## src/pkg/pin_override_pkg.sv

```systemverilog
package pin_override_pkg;

    // Port B upper pins handled here: bit 7 down to bit 3
    localparam int unsigned PIN_COUNT      = 5;
    localparam int unsigned PORT_WIDTH     = 8;
    localparam int unsigned LOW_PIN        = 3;
    localparam int unsigned PIN_B7         = 7;
    localparam int unsigned PIN_B6         = 6;
    localparam int unsigned PIN_B5         = 5;
    localparam int unsigned PIN_B4         = 4;
    localparam int unsigned PIN_B3         = 3;
    localparam int unsigned PCSRC_BASE     = 8;
    localparam logic [2:0]  PULLUP_PATTERN = 3'b010;
    localparam logic        LATCH_RESET    = 1'b0;
    localparam logic        DIR_RESET      = 1'b0;

    // Override request from one alternate function for one pin
    typedef struct packed {
        logic pullup_override_enable;
        logic pullup_override_value;
        logic direction_override_enable;
        logic direction_override_value;
        logic port_value_override_enable;
        logic port_value_override_value;
        logic latch_invert_override_enable;
        logic input_enable_override_enable;
        logic input_enable_override_value;
    } override_t;

    // Resolved pad controls for one pin
    typedef struct packed {
        logic pullup_on;
        logic drive_enable;
        logic drive_value;
        logic input_enable;
    } pad_ctrl_t;

    // Shared strobes of one port
    typedef struct packed {
        logic [PORT_WIDTH-1:0] wdata;
        logic                  dir_write;
        logic                  latch_write;
        logic                  sample_write;
    } port_strobe_t;

endpackage : pin_override_pkg

```

## src/port_pin_override_mux.sv

```systemverilog
`timescale 1ns/10ps
// Summary of operation
// - Pull-up follows override, else pattern 010
// - Override value alone sets pull-up state
// - Driver enable from override or direction bit
// - Direction override beats direction bit
// - Driven value from override or latch
// - Value override ignores output latch bit
// - Toggle override enable inverts output latch
// - Input enable from override or sleep
// - Input override ignores sleep state
// - Raw pad sense unsynchronised to functions
// - Strobes per port, clamp and kill shared
// - Bit 7 outputs timer2 compare A
// - Bit 6 outputs timer1 compare B
// - Bit 5 outputs timer1 compare A
// - Bit 4 outputs timer0 compare A
// - Bit 3 MISO, master forces input
// - Forced input keeps latch-controlled pull-up
// - Bits 7..3 feed pin-change sources 15..11
// - Direction one drives latch level out when no value or direction override applies
// - Sleep clamp is default input gating
module port_pin_override_mux
    import pin_override_pkg::*;
#(
    parameter int unsigned PINS = PIN_COUNT
) (
    input  wire logic                 ref_clk,
    input  wire logic                 rst_n,
    input  wire port_strobe_t         strobe,
    input  wire logic                 sleep_clamp,
    input  wire logic                 global_pullup_kill,
    input  wire logic                 pad_in_schmitt,
    input  wire logic [PINS-1:0]      pad_in,
    input  wire logic                 timer2_compare_a_en,
    input  wire logic                 timer2_compare_a_out,
    input  wire logic                 timer1_compare_b_en,
    input  wire logic                 timer1_compare_b_out,
    input  wire logic                 timer1_compare_a_en,
    input  wire logic                 timer1_compare_a_out,
    input  wire logic                 timer0_compare_a_en,
    input  wire logic                 timer0_compare_a_out,
    input  wire logic                 spi_enable,
    input  wire logic                 spi_master,
    input  wire logic                 spi_slave_out,
    input  wire logic [PINS-1:0]      pin_change_mask,
    input  wire logic                 pin_change_group_en,
    output logic [PINS-1:0]           pad_out,
    output logic [PINS-1:0]           pad_oe,
    output logic [PINS-1:0]           pad_pullup,
    output logic [PINS-1:0]           raw_pad_sense_to_function,
    output logic [PINS-1:0]           pin_change_source,
    output logic [PINS-1:0]           pin_direction_bit,
    output logic [PINS-1:0]           pin_output_latch_bit,
    output logic [PINS-1:0]           pin_input_sample_bit
);

    // Pin map below is fixed to bits 7..3, so no other width can work
    if (PINS != PIN_COUNT) begin : g_bad_pins
        $error("PINS must equal the five mapped pins");
    end

    override_t [PINS-1:0] ovr;
    pad_ctrl_t [PINS-1:0] ctrl;
    logic      [PINS-1:0] dir_q;
    logic      [PINS-1:0] latch_q;
    logic      [PINS-1:0] latch_d;
    logic      [PINS-1:0] sync_q;
    logic      [PINS-1:0] sample_q;
    logic      [PINS-1:0] gated_in;
    logic                 spi_master_on;

    // Shared port strobe slices: upper five wdata bits map bits 7..3
    logic [PINS-1:0] wdata_pins;
    assign wdata_pins = strobe.wdata[PORT_WIDTH-1:LOW_PIN];

    assign spi_master_on = spi_enable & spi_master;

    // Per-pin override requests, index 0 is bit 3
    always_comb begin
        for (int i = 0; i < PINS; i++) begin
            ovr[i] = '0;
            // Pin change sense keeps input alive in sleep
            ovr[i].input_enable_override_enable =
                pin_change_mask[i] & pin_change_group_en;
            ovr[i].input_enable_override_value = 1'b1;
        end
        // Timer outputs take value only; direction stays software's
        ovr[PIN_B7-LOW_PIN].port_value_override_enable =
            timer2_compare_a_en;
        ovr[PIN_B7-LOW_PIN].port_value_override_value =
            timer2_compare_a_out;
        ovr[PIN_B6-LOW_PIN].port_value_override_enable =
            timer1_compare_b_en;
        ovr[PIN_B6-LOW_PIN].port_value_override_value =
            timer1_compare_b_out;
        ovr[PIN_B5-LOW_PIN].port_value_override_enable =
            timer1_compare_a_en;
        ovr[PIN_B5-LOW_PIN].port_value_override_value =
            timer1_compare_a_out;
        ovr[PIN_B4-LOW_PIN].port_value_override_enable =
            timer0_compare_a_en;
        ovr[PIN_B4-LOW_PIN].port_value_override_value =
            timer0_compare_a_out;
        // Master forces input; slave leaves the direction bit in charge
        ovr[PIN_B3-LOW_PIN].direction_override_enable =
            spi_master_on;
        ovr[PIN_B3-LOW_PIN].direction_override_value = 1'b0;
        ovr[PIN_B3-LOW_PIN].pullup_override_enable = spi_master_on;
        ovr[PIN_B3-LOW_PIN].pullup_override_value =
            latch_q[PIN_B3-LOW_PIN] & ~global_pullup_kill;
        // Slave output driven once software sets direction
        ovr[PIN_B3-LOW_PIN].port_value_override_enable =
            spi_enable & ~spi_master;
        ovr[PIN_B3-LOW_PIN].port_value_override_value = spi_slave_out;
    end

    // Resolution is combinational so overrides hit the pad at once
    always_comb begin
        for (int i = 0; i < PINS; i++) begin
            ctrl[i].pullup_on = ovr[i].pullup_override_enable
                ? ovr[i].pullup_override_value
                : ({dir_q[i], latch_q[i], global_pullup_kill}
                   == PULLUP_PATTERN);
            ctrl[i].drive_enable = ovr[i].direction_override_enable
                ? ovr[i].direction_override_value
                : dir_q[i];
            ctrl[i].drive_value = ovr[i].port_value_override_enable
                ? ovr[i].port_value_override_value
                : latch_q[i];
            ctrl[i].input_enable = ovr[i].input_enable_override_enable
                ? ovr[i].input_enable_override_value
                : ~sleep_clamp;
        end
    end

    always_comb begin
        for (int i = 0; i < PINS; i++) begin
            pad_oe[i]     = ctrl[i].drive_enable;
            pad_out[i]    = ctrl[i].drive_enable & ctrl[i].drive_value;
            pad_pullup[i] = ctrl[i].pullup_on & ~ctrl[i].drive_enable;
            // Clamp to ground ahead of the Schmitt trigger stage
            gated_in[i]   = pad_in[i] & ctrl[i].input_enable;
        end
    end

    // Unsynchronised; receivers add their own synchroniser
    assign raw_pad_sense_to_function = gated_in;
    assign pin_change_source         = gated_in;

    // Direction register, write strobe shared by the port
    always_ff @(posedge ref_clk) begin
        if (!rst_n) begin
            dir_q <= {PINS{DIR_RESET}};
        end else if (strobe.dir_write) begin
            dir_q <= wdata_pins;
        end
    end

    // Writing ones to the sample register toggles the latch
    always_comb begin
        latch_d = latch_q;
        if (strobe.latch_write) begin
            latch_d = wdata_pins;
        end else if (strobe.sample_write) begin
            latch_d = latch_q ^ wdata_pins;
        end
        for (int i = 0; i < PINS; i++) begin
            if (ovr[i].latch_invert_override_enable) begin
                latch_d[i] = ~latch_d[i];
            end
        end
    end

    always_ff @(posedge ref_clk) begin
        if (!rst_n) begin
            latch_q <= {PINS{LATCH_RESET}};
        end else begin
            latch_q <= latch_d;
        end
    end

    // Two-stage synchroniser into the sample register
    always_ff @(posedge ref_clk) begin
        if (!rst_n) begin
            sync_q   <= '0;
            sample_q <= '0;
        end else begin
            sync_q   <= gated_in;
            sample_q <= sync_q;
        end
    end

    assign pin_direction_bit    = dir_q;
    assign pin_output_latch_bit = latch_q;
    assign pin_input_sample_bit = sample_q;

endmodule : port_pin_override_mux

```

## config.mk

```make
export PLATFORM = sky130hd
export DESIGN_NAME = port_pin_override_mux
export DESIGN_NICKNAME = d
export VERILOG_FILES = /design/src/pkg/pin_override_pkg.sv /design/src/port_pin_override_mux.sv
export SDC_FILE = /design/constraint.sdc
export NUM_CORES = 1
export LEC_CHECK = 0
export BUFFER_PORTS_ARGS = -buffer_cell sky130_fd_sc_hd__buf_4
export CORE_ASPECT_RATIO = 1.2
export CORE_UTILIZATION = 38
export DETAILED_ROUTE_END_ITERATION = 10
export GPL_ROUTABILITY_DRIVEN = 0
export PLACE_DENSITY = 0.78
export SYNTH_ARGS = -nofsm -noshare
export SYNTH_HDL_FRONTEND = slang
export SYNTH_SLANG_ARGS = --single-unit
```

## constraint.sdc

```tcl
create_clock -name ref_clk -period 1 [get_ports ref_clk]
set_clock_uncertainty 0.05 [all_clocks]
set_input_delay 0.2 -clock ref_clk [delete_from_list [all_inputs] [get_ports ref_clk]]
set_output_delay 0.2 -clock ref_clk [all_outputs]
set_load 0.05 [all_outputs]
```

==> summary.txt, run 1 <==
Power
  – P_leak: roughly 0.96 nW
  – Seq pwr share: 0.366
  – Power share of the clock group: 0.197
  – Maximum vdd drop: around 1.1 mV
  – P_sw: around 0.88 mW
  – Switching share of total power: 0.365
  – Pwr Density: roughly 1100 nW/um^2
  – PnR Total Power: roughly 2.4 mW
  – Cell Int Power: 1.54 mW
  – Logic pwr share: 0.438

Logic synthesis
  – Main combinational cell family by area after synthesis: simple AND/OR/NAND/NOR gates
  – Avg Cell Area, Syn: roughly 9.5 sq um
  – Seq/Total Area, Yosys: 0.403
  – Synthesized net count: around 140
  – Mux contribution to synthesized area: 0.0907
  – Netlist Area Pre-Place: roughly 990 sq um
  – Synth Area in XOR/XNOR: 0
  – Ys Warns: 0
  – Count of different cell masters after synthesis: 17
  – Mapped Cells: roughly 110
  – Adder-cell share of the synthesized area: 0
  – FF+latch count, synth: 20
  – Post-Synth Simple-Gate Area: 0.280
  – Compound-Gate Fraction of Synth Area: 0.135

Timing
  – Fin. Hold Viols: 0
  – Headroom to the max-slew limit: 0.831
  – Setup TNS: -6.65 ns
  – Final setup viols: 38
  – Minimum clock period: ~1.4 ns
  – Max Clock Freq: a little over 700 MHz
  – Setup ws final: -0.416 ns
  – Unrepaired setup endpoints after global routing: yes
  – Slew @ Worst Pin: approximately 0.25 ns
  – Pins over their slew limit: 0
  – Final Cycle Share: 1.42

GRT
  – M1 GR Usage: 0.238
  – Largest net degree at the start of global routing: 21
  – Met3 Use GR: 0.0367
  – Gr usage total: 0.239
  – M2 GR Usage: 0.490
  – Grt peak-use layer: met2
  – Initial antenna violation count: 0
  – First-pass GRT wire length: slightly above 5000 um
  – GR Overflow Total: 0
  – Vias in the first global route: approximately 1100

Final layout
  – Final nets: 220
  – Layout cell share with drive strength beyond 1: 0.740
  – Post-Layout Cell Count: between 200 and 250
  – Area delta synth->final: 125%
  – Number of antenna diodes: 0

Routing
  – # DRC: 0
  – Via density: around 5.2
  – Initial DRC count: 18
  – Post-route ant nets: 0
  – Via count: 1101
  – Pre-antenna DRT Iters: 4
  – Post-Route WL: around 4100 um
  – Wire per inst: approximately 19 um

Setup path
  – Worst path cell trace: a21boi_4 > nor3b_4 > buf_6
  – Critical path buffer and inverter count: 1
  – Crit path kind: reg2out
  – Reg2Reg Depth: 5
  – Worst setup SP type: flip-flop
  – Critical Path RT: ~0.75 ns
  – Arrival @ worst endpoint: 1.17 ns
  – CP max-delay cell: dfxtp_4
  – Slowest stage delay, CP: around 0.36 ns
  – Worst flop-to-flop path endpoint: pin_output_latch_bit[3]
  – Worst reg2reg setup slack: -0.16 ns
  – CP Max Fanout: 2
  – RR Startpoint: pin_output_latch_bit[3]
  – Largest delay contributor family on the critical path: flip-flops
  – CP Capture Type: primary output

Die
  – Initial core utilization: 0.418
  – Die Height: ~58 um
  – Die ar.: between 2000 and 3000 sq um
  – Die W: 48.7 um
  – Row count: 19
  – Num ports: 78
  – Core region area: approximately 2400 sq um

Outcome
  – Status: complete, but fails checks
  – Failing checks: setup timing

Clock tree
  – Clock Tree Buf Depth: 2
  – Clk pin slew, worst setup/hold paths: 0.12 ns
  – Num CTS Buffers: 3
  – H-tree levels: 1
  – Later-pin clock latency in the skew report: 0.30 ns
  – Post-CTS Hold Buffers: 0
  – Clock sinks: 20
  – TritonCTS clock tree: built
  – Root buffer cell: clkbuf_4

Worst hold path
  – Hold Path Depth: 3
  – HP Start: strobe[7]
  – HP Class: in2reg
  – Hold Crit Endpoint: pin_output_latch_bit[1]

Flow run
  – Max-cap viol count: 0

Place
  – Detailed placer's ending HPWL: just under 2000 um
  – Cell count after placement: a little under 200
  – Port Buffers: 73
  – DP Worst Slack: -0.139 ns
[routing by layer]
metal,wire (um),vias to the layer above
met5,0,-
met4,106,0
met3,246,10
met2,2300,69
met1,1470,530
li1,-,492
[kinds of logic after synthesis]
logic type / Yosys count
buf+inv: 13
compound gates: 17
flops: 20
simple gates: 46
mux: 9
[power by group through the flow]
stage | Sequential [mW] | Combinational [mW] | Clock, mW
final | 0.887 | 1.06 | 0.477
after global routing | 0.891 | 1.09 | 0.518
after global placement | 0.891 | 0.829 | 0
after detailed placement | 0.895 | 0.843 | 0
after floorplan | 1.00 | 0.458 | 0
after CTS | 0.884 | 0.980 | 0.478
[metrics by stage]
step	area (sq um)	hold WS [ns]	util
2_1_floorplan	1340	0.299	-
3_3_place_gp	1820	0.359	0.765
3_5_place_dp	1820	0.363	0.765
4_1_cts	2160	0.112	0.907
5_1_grt	2230	0.107	0.940
6_report	2230	0.110	0.940
[synthesized netlist by cell type]
master    count  area share
dfxtp_1      20        0.40
nor2b_1      13       0.082
and2_1       10       0.063
nand2_1      10       0.038
buf_4         9       0.068
mux2i_1       9       0.091
nand3b_1      6       0.045
a21boi_1      5       0.038
a21boi_2      5       0.057
nor3b_1       5       0.038
o21ai_1       5       0.025
a21boi_0      2       0.015
clkbuf_1      2      0.0076
and2b_1       1      0.0076
buf_2         1      0.0050
buf_6         1       0.011
nand2b_1      1      0.0063
[worst min-delay path, cell delays in order]
cell	delay [ns]
buf_4	0.13
o21ai_2	0.05
a21boi_1	0.05
[final cells by class]
cell class | instances | area [sq um]
Clock buffer | 4 | 36.3
Fill cell | 72 | 143
Multi-Input combinational cell | 72 | 810
Sequential cell | 20 | 444
Tap cell | 31 | 38.8
Timing Repair Buffer | 85 | 906
[flip-flops by register name, summed over array words and instances, names as in the netlist]
register and count:
pin_direction_bit 5, pin_input_sample_bit 5, sync_q 5, pin_output_latch_bit 5
[layout by cell type, fill, tap and decap left out, drive strengths merged]
master | synthesis | final
and2b | 1 | 1
a21boi | 12 | 12
clkbuf | 2 | 4
dfxtp | 20 | 20
nand3b | 6 | 6
nor2b | 13 | 13
buf | 11 | 85
nand2 | 10 | 10
nor3b | 5 | 5
mux2i | 9 | 9
and2 | 10 | 10
nand2b | 1 | 1
o21ai | 5 | 5
[what timing repair did]
action                     in CTS  in global routing
cloned                          0                  0
pin swaps                       3                  4
setup endpoints to repair      40                 41
buffers inserted                7                  5
resized for setup              69                 13
[how the worst max path moves through the flow]
stage	start	endpoint	slack, ns	cells past startpoint
after detailed placement	pin_change_group_en	raw_pad_sense_to_function[0]	-0.14	4
after CTS	pin_direction_bit[0]	pad_pullup[0]	-0.40	3
after global placement	pin_change_group_en	raw_pad_sense_to_function[3]	-0.13	4
after global routing	pin_direction_bit[0]	pad_pullup[0]	-0.47	3
final	pin_direction_bit[0]	pad_pullup[0]	-0.42	3
after floorplan	pin_direction_bit[0]	pad_pullup[0]	-0.38	2
(Power assumes the default switching activity.)
==> inputs of run 2 (changes only) <==
--- a/config.mk
+++ b/config.mk
@@ -7,10 +7,9 @@
 export LEC_CHECK = 0
 export BUFFER_PORTS_ARGS = -buffer_cell sky130_fd_sc_hd__buf_4
 export CORE_ASPECT_RATIO = 1.2
-export CORE_UTILIZATION = 38
+export CORE_UTILIZATION = 30
 export DETAILED_ROUTE_END_ITERATION = 10
 export GPL_ROUTABILITY_DRIVEN = 0
-export PLACE_DENSITY = 0.78
 export SYNTH_ARGS = -nofsm -noshare
 export SYNTH_HDL_FRONTEND = slang
 export SYNTH_SLANG_ARGS = --single-unit
==> constraint.sdc (replaced) <==
create_clock -name ref_clk -period 1.5 [get_ports ref_clk]
set_clock_uncertainty 0.05 [all_clocks]
set_input_delay 0.3 -clock ref_clk [delete_from_list [all_inputs] [get_ports ref_clk]]
set_output_delay 0.3 -clock ref_clk [all_outputs]
set_load 0.05 [all_outputs]
==> summary.txt, run 2 (same netlist as run 1, synthesis figures left out) <==
GRT
  – Largest net degree at the start of global routing: 21 (unchanged)
  – Gr usage total: 0.154 (-0.0849)
  – Initial antenna violation count: 0 (unchanged)
  – First-pass GRT wire length: 3910 um (-24%)
  – Vias in the first global route: 915 (-14%)
  – GR Overflow Total: 0 (unchanged)

Timing
  – Max Clock Freq: 672 MHz
  – Minimum clock period: approximately 1.5 ns
  – Final Cycle Share: 0.992
  – Unrepaired setup endpoints after global routing: yes
  – Final setup viols: 0 (-100%)
  – Slew @ Worst Pin: 0.171 ns (-0.0756 ns)
  – Fin. Hold Viols: 0 (unchanged)
  – Headroom to the max-slew limit: 0.884 (+0.0527)
  – Pins over their slew limit: 0 (unchanged)

Die
  – Die W: 54.5 um (+12%)
  – Die Height: 65.0 um (+12%)
  – Die ar.: 3550 sq um (+26%)
  – Row count: 22 (+3)
  – Initial core utilization: 0.319 (-0.0985)
  – Core region area: 3110 sq um (+31%)
  – Num ports: 78 (unchanged)

Clock tree
  – Clk pin slew, worst setup/hold paths: 0.11 ns (about the same)
  – Clock Tree Buf Depth: 2 (unchanged)
  – Post-CTS Hold Buffers: 0 (unchanged)
  – Clock sinks: 20 (unchanged)
  – TritonCTS clock tree: built
  – H-tree levels: 1 (unchanged)
  – Root buffer cell: clkbuf_4
  – Post-CTS Repair Setup Buffers: 0 (-7)
  – Later-pin clock latency in the skew report: 0.29 ns (about the same)
  – Num CTS Buffers: 3 (unchanged)

Setup path
  – Critical Path RT: 1.15 ns (+0.40 ns)
  – Worst path cell trace: a21boi_4 > nor3b_4 > buf_6
  – Worst setup SP type: flip-flop
  – RR Startpoint: pin_output_latch_bit[0]
  – Worst reg2reg setup slack: 0.61 ns (+0.77 ns)
  – CP Capture Type: primary output
  – CP max-delay cell: dfxtp_2
  – Reg2Reg Depth: 3 (-2)
  – CP Max Fanout: 4 (+2)
  – Crit path kind: reg2out
  – Worst flop-to-flop path endpoint: pin_output_latch_bit[0]
  – Slowest stage delay, CP: 0.35 ns (about the same)
  – Arrival @ worst endpoint: 1.14 ns (-0.03 ns)

Final layout
  – Most common cell after layout, fill and taps aside: buf_4
  – Most frequent cells in the layout: buf_4, nand2_1, and2_1, dfxtp_1, nor2b_1
  – Layout cell share with drive strength beyond 1: 0.633 (-0.107)
  – Area delta synth->final: 77.5%
  – Final nets: 208 (-5.5%)
  – Post-Layout Cell Count: 205 (-3.3%)
  – Fin area: 1760 sq um (-21%)
  – Number of antenna diodes: 0 (unchanged)

Routing
  – Wire per inst: 12.2 um (-37%)
  – Via density: 4.70 (-9.5%)
  – Post-Route WL: 2510 um (-39%)
  – Pre-antenna DRT Iters: 3 (-1)
  – Via count: 963 (-13%)
  – # DRC: 0 (unchanged)
  – Post-route ant nets: 0 (unchanged)
  – Initial DRC count: 6 (-12)

Worst hold path
  – HP Class: in2reg
  – HP Start: strobe[9]
  – Hold Crit Endpoint: pin_output_latch_bit[3]
  – Hold Path Depth: 3 (unchanged)

Power
  – P_leak: 0.798 nW (-17%)
  – Maximum vdd drop: 0.411 mV (-62%)
  – Pwr Density: 811 nW/um^2 (-25%)

Place
  – Detailed placer's ending HPWL: 1960 um (+1.2%)
  – Cell count after placement: 201 (+2.0%)
  – Port Buffers: 73 (unchanged)
  – Placement Cell Area: 1650 sq um (-9.4%)

Outcome
  – Status: finished clean

Flow run
  – Max-cap viol count: 0 (unchanged)
## run 2: changes by cell type in the layout (fill, tap and decap cells not counted), moves of 2 or more
cell     previous run  this run
buf_4              35        69
buf_8              17         0
nor2b_4             6         4
dfxtp_4            10         3
buf_6              32         4
nand2_8             5         0
nand2_1             5        10
o21ai_1             3         5
dfxtp_1             5        10
dfxtp_2             5         7
o21ai_2             2         0
nor2b_1             7         9
## run 2: report_power, final
part / switching, mW / leakage [nW] / internal, mW
logic: 0.313 / 0.608 / 0.217
clock network: 0.161 / 0.0210 / 0.148
registers: 0.0300 / 0.169 / 0.560
## run 2: cell type report
type	instances	area, sq um
Clock buffer	4	36.3
Multi-Input combinational cell	72	698
Timing Repair Buffer	73	563
Sequential cell	20	420
Tap cell	36	45.0
Fill cell	277	1350
## run 2: critical path, delay by kind of cell, from the launching register on
kind | cells | cell delay [ns]
AO/OA/AOI/OAI | 1 | 0.14
buffers and inverters | 1 | 0.18
flip-flops | 1 | 0.35
AND/OR/NAND/NOR | 1 | 0.17
## run 2: per-layer routing
layer / global-route usage / up-vias / part of all wire
li1: - / 472 / -
met1: 0.161 / 437 / 0.36
met2: 0.280 / 52 / 0.55
met3: 0.0376 / 2 / 0.085
met4: 0.0577 / 0 / 0.0044
met5: 0 / - / 0
## run 2: stage by stage
stage | setup slack [ns] | TNS [ns] | utilization | total power, mW | hold slack [ns]
after global routing | -0.0544 | -0.0786 | 0.567 | 1.52 | 0.213
after CTS | -0.00137 | -0.00137 | 0.547 | 1.44 | 0.206
after global placement | 0.183 | 0 | 0.530 | 1.10 | 0.359
after detailed placement | 0.166 | 0 | 0.530 | 1.11 | 0.366
after floorplan | 0.00833 | 0 | - | 0.945 | 0.356
final | 0.0125 | 0 | 0.567 | 1.43 | 0.220
## run 2: how the worst max path moves through the flow
stage | startpoint | to | slack, ns | cells after the start
floorplan | pin_direction_bit[0] | pad_pullup[0] | 0.008 | 2
finish | pin_direction_bit[0] | pad_pullup[0] | 0.01 | 3
CTS | pin_direction_bit[0] | pad_pullup[0] | -0.001 | 3
global route | pin_direction_bit[0] | pad_pullup[0] | -0.05 | 3
detailed placement | spi_master | pad_out[0] | 0.17 | 4
global placement | spi_master | pad_out[0] | 0.18 | 4
## run 2: what timing repair did
| item | CTS | global route |
|---|---|---|
| endpoints found under the hold margin | 0 | 0 |
| gates resized for setup | 6 | 13 |
| endpoints found under the setup margin | 4 | 11 |
==> inputs of run 3 (changes only) <==
--- a/config.mk
+++ b/config.mk
@@ -5,6 +5,7 @@
 export SDC_FILE = /design/constraint.sdc
 export NUM_CORES = 1
 export LEC_CHECK = 0
+export ABC_AREA = 1
 export BUFFER_PORTS_ARGS = -buffer_cell sky130_fd_sc_hd__buf_4
 export CORE_ASPECT_RATIO = 1.2
 export CORE_UTILIZATION = 30
==> summary.txt, run 3 <==
Die
  – Die W: 53.0 um (-2.8%)
  – Die ar.: 3350 sq um (-5.5%)
  – Die Height: 63.2 um (-2.8%)
  – Initial core utilization: 0.324 (+0.00485)
  – Num ports: 78 (unchanged)
  – Row count: 21 (-4.5%)
  – Core region area: 2890 sq um (-7.1%)

Routing
  – Wire per inst: 10.6 um (-13%)
  – # DRC: 0 (unchanged)
  – Initial DRC count: 5 (-1)
  – Via count: 1111 (+15%)
  – Post-route ant nets: 0 (unchanged)
  – Via density: 4.61 (-1.9%)
  – Post-Route WL: 2560 um (+2.2%)
  – Pre-antenna DRT Iters: 2 (-1)

Setup path
  – Reg2Reg Depth: 3 (unchanged)
  – Crit path kind: reg2out
  – RR Startpoint: pin_direction_bit[0]
  – Worst flop-to-flop path endpoint: pin_direction_bit[0]
  – CP Capture Type: primary output
  – Arrival @ worst endpoint: 1.19 ns (+0.05 ns)
  – Worst reg2reg setup slack: 0.68 ns (+0.07 ns)
  – CP Max Fanout: 2 (-2)
  – Critical Path RT: 1.15 ns (about the same)
  – Worst setup SP type: flip-flop

Timing
  – Final setup viols: 1 (+1)
  – Setup ws final: -0.0390 ns (-0.0515 ns)
  – Fin. Hold Viols: 0 (unchanged)
  – Pins over their slew limit: 0 (unchanged)
  – Setup TNS: -0.0390 ns (-0.0390 ns)
  – Max Clock Freq: 650 MHz (-3.3%)
  – Hold_ws: 0.193 ns (-0.0274 ns)
  – Unrepaired setup endpoints after global routing: yes
  – Minimum clock period: 1.54 ns (+0.0515 ns)
  – Slew @ Worst Pin: 0.382 ns (+0.211 ns)
  – Headroom to the max-slew limit: 0.745 (-0.139)
  – Final Cycle Share: 1.03 (+0.0343)

GRT
  – Initial antenna violation count: 0 (unchanged)
  – Gr usage total: 0.164 (+0.00951)
  – First-pass GRT wire length: 4090 um (+4.8%)
  – Vias in the first global route: 971 (+6.1%)
  – Largest net degree at the start of global routing: 17 (-19%)
  – GR Overflow Total: 0 (unchanged)

Logic synthesis
  – Yosys top cell by area: dfxtp_1
  – Mapped Cells: 137 (+30%)
  – Main combinational cell family by area after synthesis: simple AND/OR/NAND/NOR gates
  – Ys Warns: 0 (unchanged)
  – Netlist Area Pre-Place: 937 sq um (-5.7%)
  – Synth top area cells: dfxtp_1, inv_1, nor2_1
  – Ys async rst share: 0 (unchanged)
  – Share of the synthesized area in the top cell type: 0.427 (+0.0242)
  – Synth Area in XOR/XNOR: 0 (unchanged)
  – Adder-cell share of the synthesized area: 0 (unchanged)
  – Compound-Gate Fraction of Synth Area: 0.136 (+0.00142)
  – Mux contribution to synthesized area: 0 (-0.0907)
  – Count of different cell masters after synthesis: 12 (-5)
  – Number of synthesized flops with an enable pin: 0 (unchanged)
  – Post-Synth Simple-Gate Area: 0.242 (-0.0379)
  – Top post-synthesis cells by count: inv_1, nor2_1, dfxtp_1, a21oi_1, nand2_1
  – Most common cell in the netlist: inv_1
  – Seq/Total Area, Yosys: 0.427 (+0.0242)
  – FF+latch count, synth: 20 (unchanged)
  – Synthesized net count: 175 (+22%)
  – Avg Cell Area, Syn: 6.84 sq um (-28%)
  – Top FF cell, synth: dfxtp_1

Clock tree
  – H-tree levels: 1 (unchanged)
  – TritonCTS clock tree: built
  – Later-pin clock latency in the skew report: 0.30 ns (about the same)
  – Post-CTS Hold Buffers: 0 (unchanged)
  – Clock Tree Buf Depth: 2 (unchanged)
  – Clk pin slew, worst setup/hold paths: 0.11 ns (about the same)
  – Num CTS Buffers: 3 (unchanged)
  – Root buffer cell: clkbuf_4
  – Clock sinks: 20 (unchanged)

Final layout
  – Post-Layout Cell Count: 241 (+18%)
  – Post-layout util: 0.602 (+0.0354)
  – Area delta synth->final: 85.7%
  – Most common cell after layout, fill and taps aside: buf_4
  – Most frequent cells in the layout: buf_4, inv_1, nor2_1
  – Final nets: 246 (+18%)
  – Fin area: 1740 sq um (-1.3%)
  – Layout cell share with drive strength beyond 1: 0.531 (-0.102)
  – Number of antenna diodes: 0 (unchanged)

Power
  – Maximum vdd drop: 0.510 mV (+24%)
  – P_leak: 0.895 nW (+12%)
  – PnR Total Power: 1.46 mW (+2.2%)
  – Pwr Density: 839 nW/um^2 (+3.5%)

Outcome
  – Status: complete, but fails checks
  – Failing checks: setup timing

Worst hold path
  – Hold Path Depth: 2 (-1)
  – HP Start: strobe[2]
  – HP Class: in2reg
  – Hold Crit Endpoint: pin_direction_bit[3]

Place
  – Placement Cell Area: 1620 sq um (-1.6%)
  – DP Worst Slack: 0.159 ns (-0.00731 ns)
  – Cell count after placement: 233 (+16%)
  – Port Buffers: 73 (unchanged)
  – Detailed placer's ending HPWL: 2070 um (+5.8%)

Flow run
  – Max-cap viol count: 0 (unchanged)
==> run 3: where the power goes <==
group	switching, mW	internal, mW
combinational	0.363	0.202
sequential	0.0273	0.561
clock	0.159	0.148
==> run 3: worst max path at each step <==
stage	startpoint	endpoint	slack, ns	cells past startpoint
after floorplan	pin_direction_bit[0]	pad_out[0]	-0.14	2
after global placement	spi_enable	pad_out[0]	0.18	4
after detailed placement	spi_enable	pad_out[0]	0.16	4
after CTS	pin_direction_bit[0]	pad_pullup[0]	-0.05	4
after global routing	pin_direction_bit[0]	pad_pullup[0]	-0.10	4
final	pin_direction_bit[0]	pad_pullup[0]	-0.04	4
==> run 3: logic make-up (layout without fill, tap and decap cells) <==
logic type / after synthesis / count (layout)
AND/OR/NAND/NOR: 53 / 53
AO/OA/AOI/OAI: 25 / 25
buffers and inverters: 39 / 109
flip-flops: 20 / 20
==> run 3: area by class of cell <==
type / instances / area (sq um)
fill: 264 / 1150
timing repair buffer: 77 / 619
multi-input combinational: 78 / 512
sequential: 20 / 425
inverter: 28 / 105
tap: 34 / 42.5
clock buffer: 4 / 36.3
==> run 3: layer usage <==
metal | track usage | share of wire
met3 | 0.0362 | 0.092
met4 | 0.0691 | 0.017
met5 | 0 | 0
met1 | 0.178 | 0.39
met2 | 0.291 | 0.50
==> run 3: what timing repair did <==
item	in CTS	in global routing
pin swaps	0	2
endpoints found under the setup margin	5	7
resized for setup	15	8
cloned	0	0
setup buffers	2	2
==> run 3: worst max-delay path, cell delays in order, from the launching register on <==
cell and delay (ns):
dfxtp_4 0.36, a21boi_4 0.14, buf_6 0.12, nor3_4 0.11
buf_6 0.18
